[src/fsp_pkg.sv]
package fsp_pkg;

  // ----------------------------------------------------------------
  // Flash geometry (word addressed)
  // ----------------------------------------------------------------
  localparam int ADDR_W = 13;
  localparam logic [12:0] HALT_START = 13'h1c00;

  // Boot region start per boot-size fuse code; all lie at or above HALT_START
  localparam logic [12:0] BOOT_START_00 = 13'h1c00;
  localparam logic [12:0] BOOT_START_01 = 13'h1e00;
  localparam logic [12:0] BOOT_START_10 = 13'h1f00;
  localparam logic [12:0] BOOT_START_11 = 13'h1f80;

  // ----------------------------------------------------------------
  // Store-program command codes
  // ----------------------------------------------------------------
  localparam logic [1:0] CMD_ERASE = 2'h0;
  localparam logic [1:0] CMD_WRITE = 2'h1;
  localparam logic [1:0] CMD_LOCK = 2'h2;
  localparam logic [1:0] CMD_NONE = 2'h3;

  // ----------------------------------------------------------------
  // Boot lock bits: [1:0] application set, [3:2] boot set; 1 = unprogrammed
  // ----------------------------------------------------------------
  localparam logic [3:0] LOCK_RESET = 4'hf;
  localparam int LOCK_APP_LSB = 0;
  localparam int LOCK_BOOT_LSB = 2;

  typedef enum logic [1:0] {
    FSP_IDLE,
    FSP_BUSY_CONC,
    FSP_BUSY_HALT
  } fsp_state_t;

endpackage : fsp_pkg

[src/fsp_region_if.sv]
`timescale 1ns/10ps
interface fsp_region_if;
  logic [1:0] boot_size;
  logic [12:0] pc_addr;
  logic [12:0] tgt_addr;
  logic pc_in_boot;
  logic tgt_in_boot;
  logic tgt_in_halt;

  modport ctrl (output boot_size, output pc_addr, output tgt_addr,
                input pc_in_boot, input tgt_in_boot, input tgt_in_halt);
  modport dec (input boot_size, input pc_addr, input tgt_addr,
               output pc_in_boot, output tgt_in_boot, output tgt_in_halt);
endinterface : fsp_region_if

[src/fsp_region_dec.sv]
`timescale 1ns/10ps
module fsp_region_dec (
  fsp_region_if.dec rif
);

  function automatic logic [12:0] fsp_boot_start(input logic [1:0] sz);
    logic [12:0] s;
    s = fsp_pkg::BOOT_START_00;
    unique case (sz)
      2'h0: s = fsp_pkg::BOOT_START_00;
      2'h1: s = fsp_pkg::BOOT_START_01;
      2'h2: s = fsp_pkg::BOOT_START_10;
      2'h3: s = fsp_pkg::BOOT_START_11;
    endcase
    return s;
  endfunction : fsp_boot_start

  // Boot boundary follows the fuse; halting boundary is fixed
  assign rif.pc_in_boot = rif.pc_addr >= fsp_boot_start(rif.boot_size);
  assign rif.tgt_in_boot = rif.tgt_addr >= fsp_boot_start(rif.boot_size);
  assign rif.tgt_in_halt = rif.tgt_addr >= fsp_pkg::HALT_START;

endmodule : fsp_region_dec

[src/fsp_section_ctrl.sv]
`timescale 1ns/10ps
// Overview of operation
// - A store-program request issued from application code is refused.
// - A request issued from boot code may target any address, boot pages included.
// - The boot-size fuses set the boot boundary and each region has its own lock pair.
// - A fixed boundary splits flash into concurrent-read and halting regions.
// - Programming a concurrent-read page leaves the CPU running from the halting region.
// - Programming a halting-region page stalls the CPU for the whole operation.
// - Reads of the concurrent-read region are blocked during any programming.
// - The busy flag reads one while those reads are blocked.
// - The busy flag stays set after completion until software clears it.
// - For every fuse setting the boot region lies inside the halting region.
// - The target address is captured when programming starts.
// - Lock bits can only be programmed, except by a whole-chip erase or a reset.
module fsp_section_ctrl (
  input wire logic clk,
  input wire logic reset_n,
  input wire logic [1:0] boot_size_fuses,
  input wire logic store_program_valid,
  input wire logic [1:0] store_program_cmd,
  input wire logic [12:0] store_program_pc,
  input wire logic [12:0] store_program_addr,
  input wire logic [3:0] store_program_lock_data,
  input wire logic busy_clear_req,
  input wire logic ext_lock_wr,
  input wire logic [3:0] ext_lock_data,
  input wire logic chip_erase,
  input wire logic flash_done,
  output logic flash_start_q,
  output logic [1:0] flash_cmd_q,
  output logic [12:0] flash_addr_q,
  output logic cpu_stall_q,
  output logic concurrent_read_block_q,
  output logic concurrent_read_busy_flag_q,
  output logic store_program_refused_q,
  output logic [3:0] boot_lock_q
);

  // ----------------------------------------------------------------
  // Region decode
  // ----------------------------------------------------------------
  fsp_region_if rif ();

  assign rif.boot_size = boot_size_fuses;
  assign rif.pc_addr = store_program_pc;
  assign rif.tgt_addr = store_program_addr;

  fsp_region_dec u_dec (
    .rif (rif.dec)
  );

  // Lock pair value 2'b11 or 2'b01 lets writes through; bit 0 programmed forbids them
  function automatic logic fsp_write_ok(input logic [1:0] pair);
    return pair[0];
  endfunction : fsp_write_ok

  // ----------------------------------------------------------------
  // State
  // ----------------------------------------------------------------
  fsp_pkg::fsp_state_t state_q, state_d;
  logic start_d;
  logic [1:0] cmd_d;
  logic [12:0] addr_d;
  logic stall_d;
  logic block_d;
  logic busy_d;
  logic refused_d;
  logic [3:0] lock_d;
  logic from_boot;
  logic tgt_ok;
  logic is_prog;

  always_comb begin
    from_boot = rif.pc_in_boot;
    is_prog = (store_program_cmd == fsp_pkg::CMD_ERASE) ||
              (store_program_cmd == fsp_pkg::CMD_WRITE);
    // Boot code may reach any page; only the lock pair of the target region gates it
    tgt_ok = rif.tgt_in_boot ?
             fsp_write_ok(boot_lock_q[fsp_pkg::LOCK_BOOT_LSB +: 2]) :
             fsp_write_ok(boot_lock_q[fsp_pkg::LOCK_APP_LSB +: 2]);
    state_d = state_q;
    start_d = 1'b0;
    cmd_d = flash_cmd_q;
    addr_d = flash_addr_q;
    stall_d = cpu_stall_q;
    block_d = concurrent_read_block_q;
    busy_d = concurrent_read_busy_flag_q;
    refused_d = 1'b0;
    lock_d = boot_lock_q;
    unique case (state_q)
      fsp_pkg::FSP_IDLE: begin
        if (busy_clear_req) begin
          busy_d = 1'b0;
        end
        if (store_program_valid && store_program_cmd != fsp_pkg::CMD_NONE) begin
          if (!from_boot) begin
            refused_d = 1'b1;
          end else if (store_program_cmd == fsp_pkg::CMD_LOCK) begin
            lock_d = boot_lock_q & store_program_lock_data;
          end else if (is_prog && !tgt_ok) begin
            refused_d = 1'b1;
          end else begin
            start_d = 1'b1;
            cmd_d = store_program_cmd;
            addr_d = store_program_addr;
            block_d = 1'b1;
            busy_d = 1'b1;
            if (rif.tgt_in_halt) begin
              stall_d = 1'b1;
              state_d = fsp_pkg::FSP_BUSY_HALT;
            end else begin
              stall_d = 1'b0;
              state_d = fsp_pkg::FSP_BUSY_CONC;
            end
          end
        end
      end
      fsp_pkg::FSP_BUSY_CONC, fsp_pkg::FSP_BUSY_HALT: begin
        if (store_program_valid) begin
          refused_d = 1'b1;
        end
        if (flash_done) begin
          // Fetch picks up where it stopped since the CPU only held its state
          stall_d = 1'b0;
          block_d = 1'b0;
          state_d = fsp_pkg::FSP_IDLE;
        end
      end
      default: begin
        state_d = fsp_pkg::FSP_IDLE;
        stall_d = 1'b0;
        block_d = 1'b0;
      end
    endcase
    if (ext_lock_wr) begin
      lock_d = lock_d & ext_lock_data;
    end
    if (chip_erase) begin
      lock_d = fsp_pkg::LOCK_RESET;
    end
  end

  always_ff @(posedge clk) begin
    if (!reset_n) begin
      state_q <= fsp_pkg::FSP_IDLE;
      flash_start_q <= 1'b0;
      flash_cmd_q <= fsp_pkg::CMD_NONE;
      flash_addr_q <= 13'h0000;
      cpu_stall_q <= 1'b0;
      concurrent_read_block_q <= 1'b0;
      concurrent_read_busy_flag_q <= 1'b0;
      store_program_refused_q <= 1'b0;
      boot_lock_q <= fsp_pkg::LOCK_RESET;
    end else begin
      state_q <= state_d;
      flash_start_q <= start_d;
      flash_cmd_q <= cmd_d;
      flash_addr_q <= addr_d;
      cpu_stall_q <= stall_d;
      concurrent_read_block_q <= block_d;
      concurrent_read_busy_flag_q <= busy_d;
      store_program_refused_q <= refused_d;
      boot_lock_q <= lock_d;
    end
  end
endmodule : fsp_section_ctrl

[config.mk]
export PLATFORM = sky130hd
export DESIGN_NAME = fsp_section_ctrl
export DESIGN_NICKNAME = d
export VERILOG_FILES = /design/src/fsp_pkg.sv /design/src/fsp_region_if.sv /design/src/fsp_region_dec.sv /design/src/fsp_section_ctrl.sv
export SDC_FILE = /design/constraint.sdc
export NUM_CORES = 1
export LEC_CHECK = 0
export BUFFER_PORTS_ARGS = -buffer_cell sky130_fd_sc_hd__buf_2
export CORE_UTILIZATION = 40
export DETAILED_ROUTE_END_ITERATION = 6
export PLACE_DENSITY_LB_ADDON = 0.2
export SLEW_MARGIN = 20
export SYNTH_ARGS = -nofsm -noshare
export SYNTH_HDL_FRONTEND = slang
export SYNTH_SLANG_ARGS = --single-unit
[constraint.sdc]
create_clock -name clk -period 2.8 [get_ports clk]
set_clock_uncertainty 0.15 [all_clocks]
set_input_delay 0.56 -clock clk [delete_from_list [all_inputs] [get_ports clk]]
set_output_delay 0.56 -clock clk [all_outputs]
set_load 0.1 [all_outputs]
# Word level (Yosys, flattened, before mapping)
# Cells that the tools add are included.
[word_totals]
word_cells = 83
inputBits = 45
register_bits = 26
[op_classes]
reduce_logical = 12
n_eq_ne = 13
mux = 38
magnitude_cmp = 3
bitwise = 8
[ops]
columns = ["cell", "count"]
rows = [
  ["$pmux 13 s4", 1],
  ["$ge 13x13->1", 2],
  ["$mux 1", 22],
  ["$mux 4", 5],
  ["$ge 13x13->1 const B", 1],
  ["$mux 2", 6],
  ["$ne 2x2->1 const B", 6],
  ["$reduce_and 5->1", 2],
  ["$and 4x4->4", 2],
  ["$eq 2x2->1 const B", 4],
  ["$eq 2x1->1 const B", 3],
  ["$logic_not 2->1", 3],
  ["$not 1->1", 6],
  ["$pmux 1 s2", 3],
  ["$reduce_or 5->1", 1],
  ["$pmux 2 s2", 1],
  ["$reduce_or 2->1", 2],
  ["$logic_and 1x1->1", 2],
  ["$logic_not 1->1", 1],
  ["$logic_or 1x1->1", 1],
]

# Depth between registers and ports, before layout
# Gate-level depths: netlist of the first run.
[depth]
ltp_word = 11
ltp_mapped = 9
depth_no_buf = 7

# Modules after synthesis
# Synthesis of the first run repeated with hierarchy kept, for this count alone.
[hier_totals]
hier_cells = 154
area_unflattened_um2 = 1296.2
[modules_own_cells]
columns = ["module", "instances", "seq_area_each_um2", "area_each_um2", "cells_per_inst"]
rows = [
  ["fsp_section_ctrl", 1, 500.5, 1094.8, 127],
  ["fsp_region_dec", 1, 0.0, 201.4, 27],
]

# Least setup slack after synthesis of the first run
# Ideal clock, no wire load.
[synth_path]
kind = "input port to flip-flop"
start = "in boot_size_fuses[0]"
end = "reg flash_cmd_q[0]"
cell_stages = 9
t_arrival_ns = 2.556
required_ns = 2.528
n_path_buf = 2
setup_slack_ns = -0.028
path_cell_list = "and2_1 ha_1 or4b_4 nor4_4 o211ai_1 a311o_1 buf_6 buf_12 mux2i_1"
[synth_between]
elab_chain_cells = 8
word_cells_on_any_way = 12
classes_between = "order compare: 2; eq/ne: 3; mux: 2; bitwise: 1; reduce/logical: 4"
[synth_rtl]
columns = ["element", "line", "source"]
rows = [
  ["start, declared", "fsp_section_ctrl.sv:18", "input wire logic [1:0] boot_size_fuses,"],
  ["$eq 2x2->1, or another cell as far along", "fsp_region_dec.sv:9", "unique case (sz)"],
  ["$pmux 13 s4 *", "fsp_region_dec.sv:9", ""],
  ["$ge 13x13->1", "fsp_region_dec.sv:20", "assign rif.tgt_in_boot = rif.tgt_addr >= fsp_boot_start(rif.boot_size);"],
  ["$mux 1", "fsp_section_ctrl.sv:78", "tgt_ok = rif.tgt_in_boot ?"],
  ["$logic_not 1->1", "fsp_section_ctrl.sv:100", "end else if (is_prog && !tgt_ok) begin"],
  ["$logic_and 1x1->1", "fsp_section_ctrl.sv:100", ""],
  ["$not 1->1 (no source line)", "-", ""],
  ["$reduce_and 5->1 (no source line) *", "-", ""],
  ["end signal, assigned", "fsp_section_ctrl.sv:147", "flash_cmd_q <= fsp_pkg::CMD_NONE;"],
  ["end signal, assigned", "fsp_section_ctrl.sv:157", "flash_cmd_q <= cmd_d;"],
  ["end, declared", "fsp_section_ctrl.sv:30", "output logic [1:0] flash_cmd_q,"],
]
# Mark *: on every way between the ends. The rest lies on a longest branch, timed or not. The select of a mux whose other input is x is not followed.
# A chain may end at the register's enable or synchronous reset.

# Worst setup path after layout of the first run
[layout_path]
start = "in boot_size_fuses[0]"
end = "reg flash_addr_q[9]"
[layout_between]
elab_chain_cells = 8
word_cells_on_any_way = 12
classes_between = "order compare: 2; eq/ne: 3; mux: 2; bitwise: 1; reduce/logical: 4"
[layout_rtl]
columns = ["element", "line", "source"]
rows = [
  ["$eq 2x2->1, or another cell as far along", "fsp_region_dec.sv:9", ""],
  ["$pmux 13 s4 *", "fsp_region_dec.sv:9", ""],
  ["$ge 13x13->1", "fsp_region_dec.sv:20", ""],
  ["$mux 1", "fsp_section_ctrl.sv:78", ""],
  ["$logic_not 1->1", "fsp_section_ctrl.sv:100", ""],
  ["$logic_and 1x1->1", "fsp_section_ctrl.sv:100", ""],
  ["$not 1->1 (no source line)", "-", ""],
  ["$reduce_and 5->1 (no source line) *", "-", ""],
  ["end signal, assigned", "fsp_section_ctrl.sv:158", "flash_addr_q <= addr_d;"],
  ["end, declared", "fsp_section_ctrl.sv:31", "output logic [12:0] flash_addr_q,"],
]
# Marks and branches as above.

==> out/metrics.cfg, run 1 <==
[yosys]
yosysWarnings = 0
syn-instance-count = 153
synth-seq-area-share = 0.375
ys_seq_elements = 25
ys_types = 33
post_synth.cell_area_avg_sq_um = 8.72
synth_nets = 206
synth_area_sq_mm = 0.00133

[timing]
slew_headroom = 0.675
fmax_mhz = 403
layout_min_cycle_time_ns = 2.48
setup_viol_count_final = 0
holdWs_ns = 0.296
tightest_slew_ns = 0.490
hold_viol = 0
finalCritPeriodShare = 0.885
rsz0062_at_grt = false
maxSlewViolCount = 0

[worst_setup_path]
cp_top_family = simple AND/OR/NAND/NOR gates
critPathMaxStageDelay_ns = 0.46
worst-path-buf-inv = 2
startpoint_type = input port
cp.arrival_ns = 2.56
critical_path_depth = 9
crit_slowest_cell = or4b_4
crit_type = in2reg
worstPathRequired_ns = 2.88
rr_worst_depth = 7
crit_path_end_kind = flip-flop
crit_path_max_fanout = 5
cp_cell_sequence = buf_2, and2_1, ha_1, or4b_4, nor4_4, o211ai_1, a311o_1, buf_4, mux2i_1

[detailed_routing]
first_iter_violations = 46
vias = 1335
first_pass_iters = 4
drc = 0
routedWlPerCell_um = 11.1
drt-total-wl_mm = 3.06
postRouteAntennaNets = 0
vias_per_cell = 4.85

[clock_network]
cts_setup_buffers = 0
insertion_delay_ns = 0.32
cts_tree = yes
clock-root-buffer = clkbuf_4
ctsResizeCount = 0
cts-hold-fix-buffers = 0
numCtsBuffers = 3
clock_path_buffers = 2
cts_htree_levels = 1
clock-sinks = 25
path_clk_slew_ns = 0.14

[power_and_ir_drop]
netSwitchingPower_mw = 0.208
power_density_mw_per_mm2 = 379
power_leakage_nw = 0.961
power.total_mw = 0.682
comb_power_share = 0.219
p_sw_frac = 0.305
ir_drop_uv = 180
p_clk_frac = 0.247
internal_power_mw = 0.474
seqPwrFrac = 0.533

[die]
ios = 69
dieHeight_um = 59.7
core-area_sq_mm = 0.00310
fp.dieW_um = 59.7
die-area_sq_mm = 0.00357
initial_core_util = 0.430
row_count = 20

[global_route]
grt_pass1_vias = 1181
grt-ovfl-total = 0
grt_pass1_wl_mm = 5.12
antenna_found_initial = 0
grt_usage = 0.188
grt_max_degree = 27

[cells_and_area]
syn_to_final_growth_pct = 35.1
fin_area_sq_mm = 0.00180
nets = 285
n_antenna_cell = 0
layout-drive-gt1-share = 0.377

[min_path]
hp-class = in2reg
hold_depth = 3

[place]
numPortBuffers = 68
hpwl_mm = 2.53
placed_cell_area_sq_mm = 0.00177
place.gp.congestion = 0.848

[outcome]
status = finished clean

[job]
cap_violations = 0

sequential cells by signal (all words and copies together) (netlist names):
| register | cells |
|---|---|
| flash_addr_q | 13 |
| boot_lock_q | 4 |
| flash_cmd_q | 2 |
| concurrent_read_block_q | 1 |
| concurrent_read_busy_flag_q | 1 |
| cpu_stall_q | 1 |
| flash_start_q | 1 |
| state_q | 1 |
| store_program_refused_q | 1 |
cell usage in the layout (no fill, tap or decap), types with 2 or more instances in the layout:
cell type,Yosys,final
o221ai_1,4,4
mux2i_1,16,16
a21oi_1,3,3
and3_1,2,2
o21a_1,2,2
a311o_1,2,2
dfxtp_1,25,25
ha_1,8,8
o211ai_1,3,3
inv_1,7,7
buf_4,0,12
nor2_1,10,10
nand2_1,36,36
nor2b_1,4,4
nand3_1,8,8
o21ai_0,2,2
clkbuf_4,0,3
a31oi_1,2,2
buf_2,1,68
tightest hold or removal path, cell delays in order:
cell     delay [ns]
buf_2          0.07
nor2_1         0.06
nand2_1        0.06
metrics by stage:
| stage | worst slack (ns) | instances | utilization | setup TNS (ns) |
|---|---|---|---|---|
| 4_1_cts | 0.311 | 275 | 0.581 | 0 |
| 2_1_floorplan | 0.0903 | 153 | - | 0 |
| 3_3_place_gp | 0.00108 | 271 | 0.571 | 0 |
| 5_1_grt | 0.165 | 275 | 0.581 | 0 |
| 3_5_place_dp | -0.0482 | 271 | 0.571 | -0.459 |
| 6_report | 0.321 | 275 | 0.581 | 0 |
final cells by class:
cell class | instances | area, sq um
fill | 340 | 1300
multi-input combinational | 115 | 759
sequential | 25 | 500
timing repair buffer | 80 | 430
tap | 44 | 55.1
inverter | 7 | 26.3
clock buffer | 3 | 22.5
clock inverter | 1 | 7.51
worst paths after layout:
| check | from | endpoint | slack [ns] |
|---|---|---|---|
| setup / recovery | boot_size_fuses[0] | flash_addr_q[9] | 0.32 |
| hold / removal | chip_erase | boot_lock_q[3] | 0.30 |
| setup reg to reg | cpu_stall_q | cpu_stall_q | 0.89 |
| hold reg to reg | flash_addr_q[4] | flash_addr_q[4] | 0.31 |
routing by layer:
metal	GRT usage	up-vias	wire, um
li1	-	695	-
met1	0.261	593	1450
met2	0.297	43	1420
met3	0.0303	4	157
met4	0.0598	0	36
met5	0	-	0
synthesized netlist by cell type (all sizes together):
cell type  instances  area (sq um)
a21o               1          8.76
or4b               1          13.8
mux2i             16           160
nor3               1          5.00
and2               1          6.26
o211ai             3          22.5
clkbuf             3          11.3
a311o              2          20.0
ha                 8           100
nand4              1          6.26
a211oi             1          7.51
nor4               1          21.3
nand3              8          40.0
and3               2          12.5
o21ai              2          10.0
o21a               2          15.0
nor2              10          37.5
buf                3          36.3
nor4b              1          8.76
dfxtp             25           500
nand2             36           135
or4                1          7.51
o2111ai            1          8.76
nor2b              4          25.0
nor4bb             1          10.0
nand3b             1          7.51
a31oi              2          12.5
inv                7          26.3
nor3b              1          7.51
a21oi              3          15.0
o221ai             4          35.0
power by group through the flow:
stage	logic [mW]	registers (mW)	clock network, mW
floorplan	0.0550	0.408	0
global placement	0.149	0.372	0
detailed placement	0.150	0.372	0
CTS	0.150	0.364	0.176
global route	0.164	0.365	0.191
finish	0.150	0.364	0.169
cell families after synthesis:
group	share of synthesized area
and+or+nand+nor	0.258
DFF	0.375
AOI/OAI and AO/OA	0.116
muxes	0.120
buffers and inverters	0.0553
adders and majority gates	0.0750
Note: power is estimated with default switching activity, not from simulation.
==> run 2: changes to the inputs <==
- CORE_MARGIN: default -> 2
==> out/metrics.cfg, run 2 (same netlist as run 1, synthesis figures left out) <==
[power_and_ir_drop]
ir_drop_uv = 250
power_leakage_nw = 0.951
power.total_mw = 0.680
power_density_mw_per_mm2 = 381

[cells_and_area]
largest-register = flash_addr_q
syn_to_final_growth_pct = 34.0
reg.largest.list = flash_addr_q: 13 flops, boot_lock_q: 4 flops, flash_cmd_q: 2 flops
largest_reg_flops = 13
layout-drive-gt1-share = 0.371
mostFrequentLayoutCells = 68 x buf_2, 36 x nand2_1, 25 x dfxtp_1
n_antenna_cell = 0
nets = 283
final_common_cell = buf_2
utilization = 0.576

[die]
core-area_sq_mm = 0.00310
fp.dieW_um = 61.7
initial_core_util = 0.430
die-area_sq_mm = 0.00381
ios = 69
row_count = 20
dieHeight_um = 61.7

[timing]
timing.setup.tns_ns = 0
maxSlewViolCount = 0
finalCritPeriodShare = 0.905
fmax_mhz = 395
rsz0062_at_grt = false
layout_min_cycle_time_ns = 2.53
tightest_slew_ns = 0.491
hold_viol = 0
slew_headroom = 0.675
setup_viol_count_final = 0

[worst_setup_path]
setup.worst_path.start = boot_size_fuses[0]
crit_slowest_cell = nor4bb_1
reg2reg_from = cpu_stall_q
startpoint_type = input port
crit_path_max_fanout = 5
crit_type = in2reg
worst-path-buf-inv = 3
cp.arrival_ns = 2.65
cp_cell_sequence = buf_2, and2_1, buf_4, ha_1, nor4bb_1, nand3_1, mux2i_1, a311o_1, buf_4, mux2i_1
crit_path_end_kind = flip-flop
critPathMaxStageDelay_ns = 0.38
cp_top_family = simple AND/OR/NAND/NOR gates
worstPathRequired_ns = 2.91

[global_route]
grt_max_degree = 27
grt-ovfl-total = 0
grt_usage = 0.164
antenna_found_initial = 0
grt_pass1_wl_mm = 4.70
grt_pass1_vias = 1140

[detailed_routing]
postRouteAntennaNets = 0
vias = 1313
first_iter_violations = 35
routedWlPerCell_um = 11.0
drc = 0
first_pass_iters = 4
vias_per_cell = 4.81
drt-total-wl_mm = 3.01

[place]
numPortBuffers = 68
place.gp.congestion = 0.813
hpwl_mm = 2.49

[clock_network]
path_clk_slew_ns = 0.14
clock-sinks = 25
cts_htree_levels = 1
insertion_delay_ns = 0.32
cts_setup_buffers = 0
clock_path_buffers = 2
cts_tree = yes
ctsResizeCount = 0
numCtsBuffers = 3
cts-hold-fix-buffers = 0
clock-root-buffer = clkbuf_4

[outcome]
status = finished clean

[job]
cap_violations = 0

[min_path]
hold_start = chip_erase
hp-class = in2reg

-- run 2: routing by layer --
layer / share of wire / vias up / global-route usage / wire, um
met5: 0 / - / 0 / 0
met4: 0.0050 / 0 / 0.0638 / 15
met1: 0.47 / 571 / 0.217 / 1420
li1: - / 691 / - / -
met2: 0.45 / 49 / 0.266 / 1350
met3: 0.075 / 2 / 0.0311 / 226
-- run 2: cell type report --
cell class / instances / area (sq um)
Sequential cell: 25 / 500
Multi-Input combinational cell: 115 / 759
Tap cell: 44 / 55.1
Clock buffer: 3 / 22.5
Timing Repair Buffer: 78 / 415
Fill cell: 332 / 1320
Inverter: 7 / 26.3
Clock inverter: 1 / 7.51
-- run 2: worst paths after layout --
kind,depth (start not counted),slack (ns),end
setup reg to reg,7,0.87,state_q[0]
hold reg to reg,2,0.31,concurrent_read_busy_flag_q
hold / removal,3,0.30,boot_lock_q[2]
setup / recovery,10,0.27,flash_addr_q[1]
-- run 2: tightest hold or removal path: cells and delay by family --
family / cells / cell delay [ns]
buffers and inverters: 1 / 0.07
and+or+nand+nor: 2 / 0.11
-- run 2: per-stage QoR --
stage	cells	hold slack, ns	area, sq um	worst slack (ns)
floorplan	153	0.301	1330	0.0903
global placement	269	0.293	1760	-0.0975
detailed placement	269	0.294	1760	-0.0701
CTS	273	0.291	1790	0.261
global route	273	0.307	1790	0.159
finish	273	0.296	1790	0.267
-- run 2: power by group --
part           internal [mW]  leakage (nW)  switching [mW]
combinational         0.0575         0.735          0.0902
sequential             0.361         0.202         0.00271
clock                 0.0546        0.0139           0.114
total                  0.473         0.951           0.207
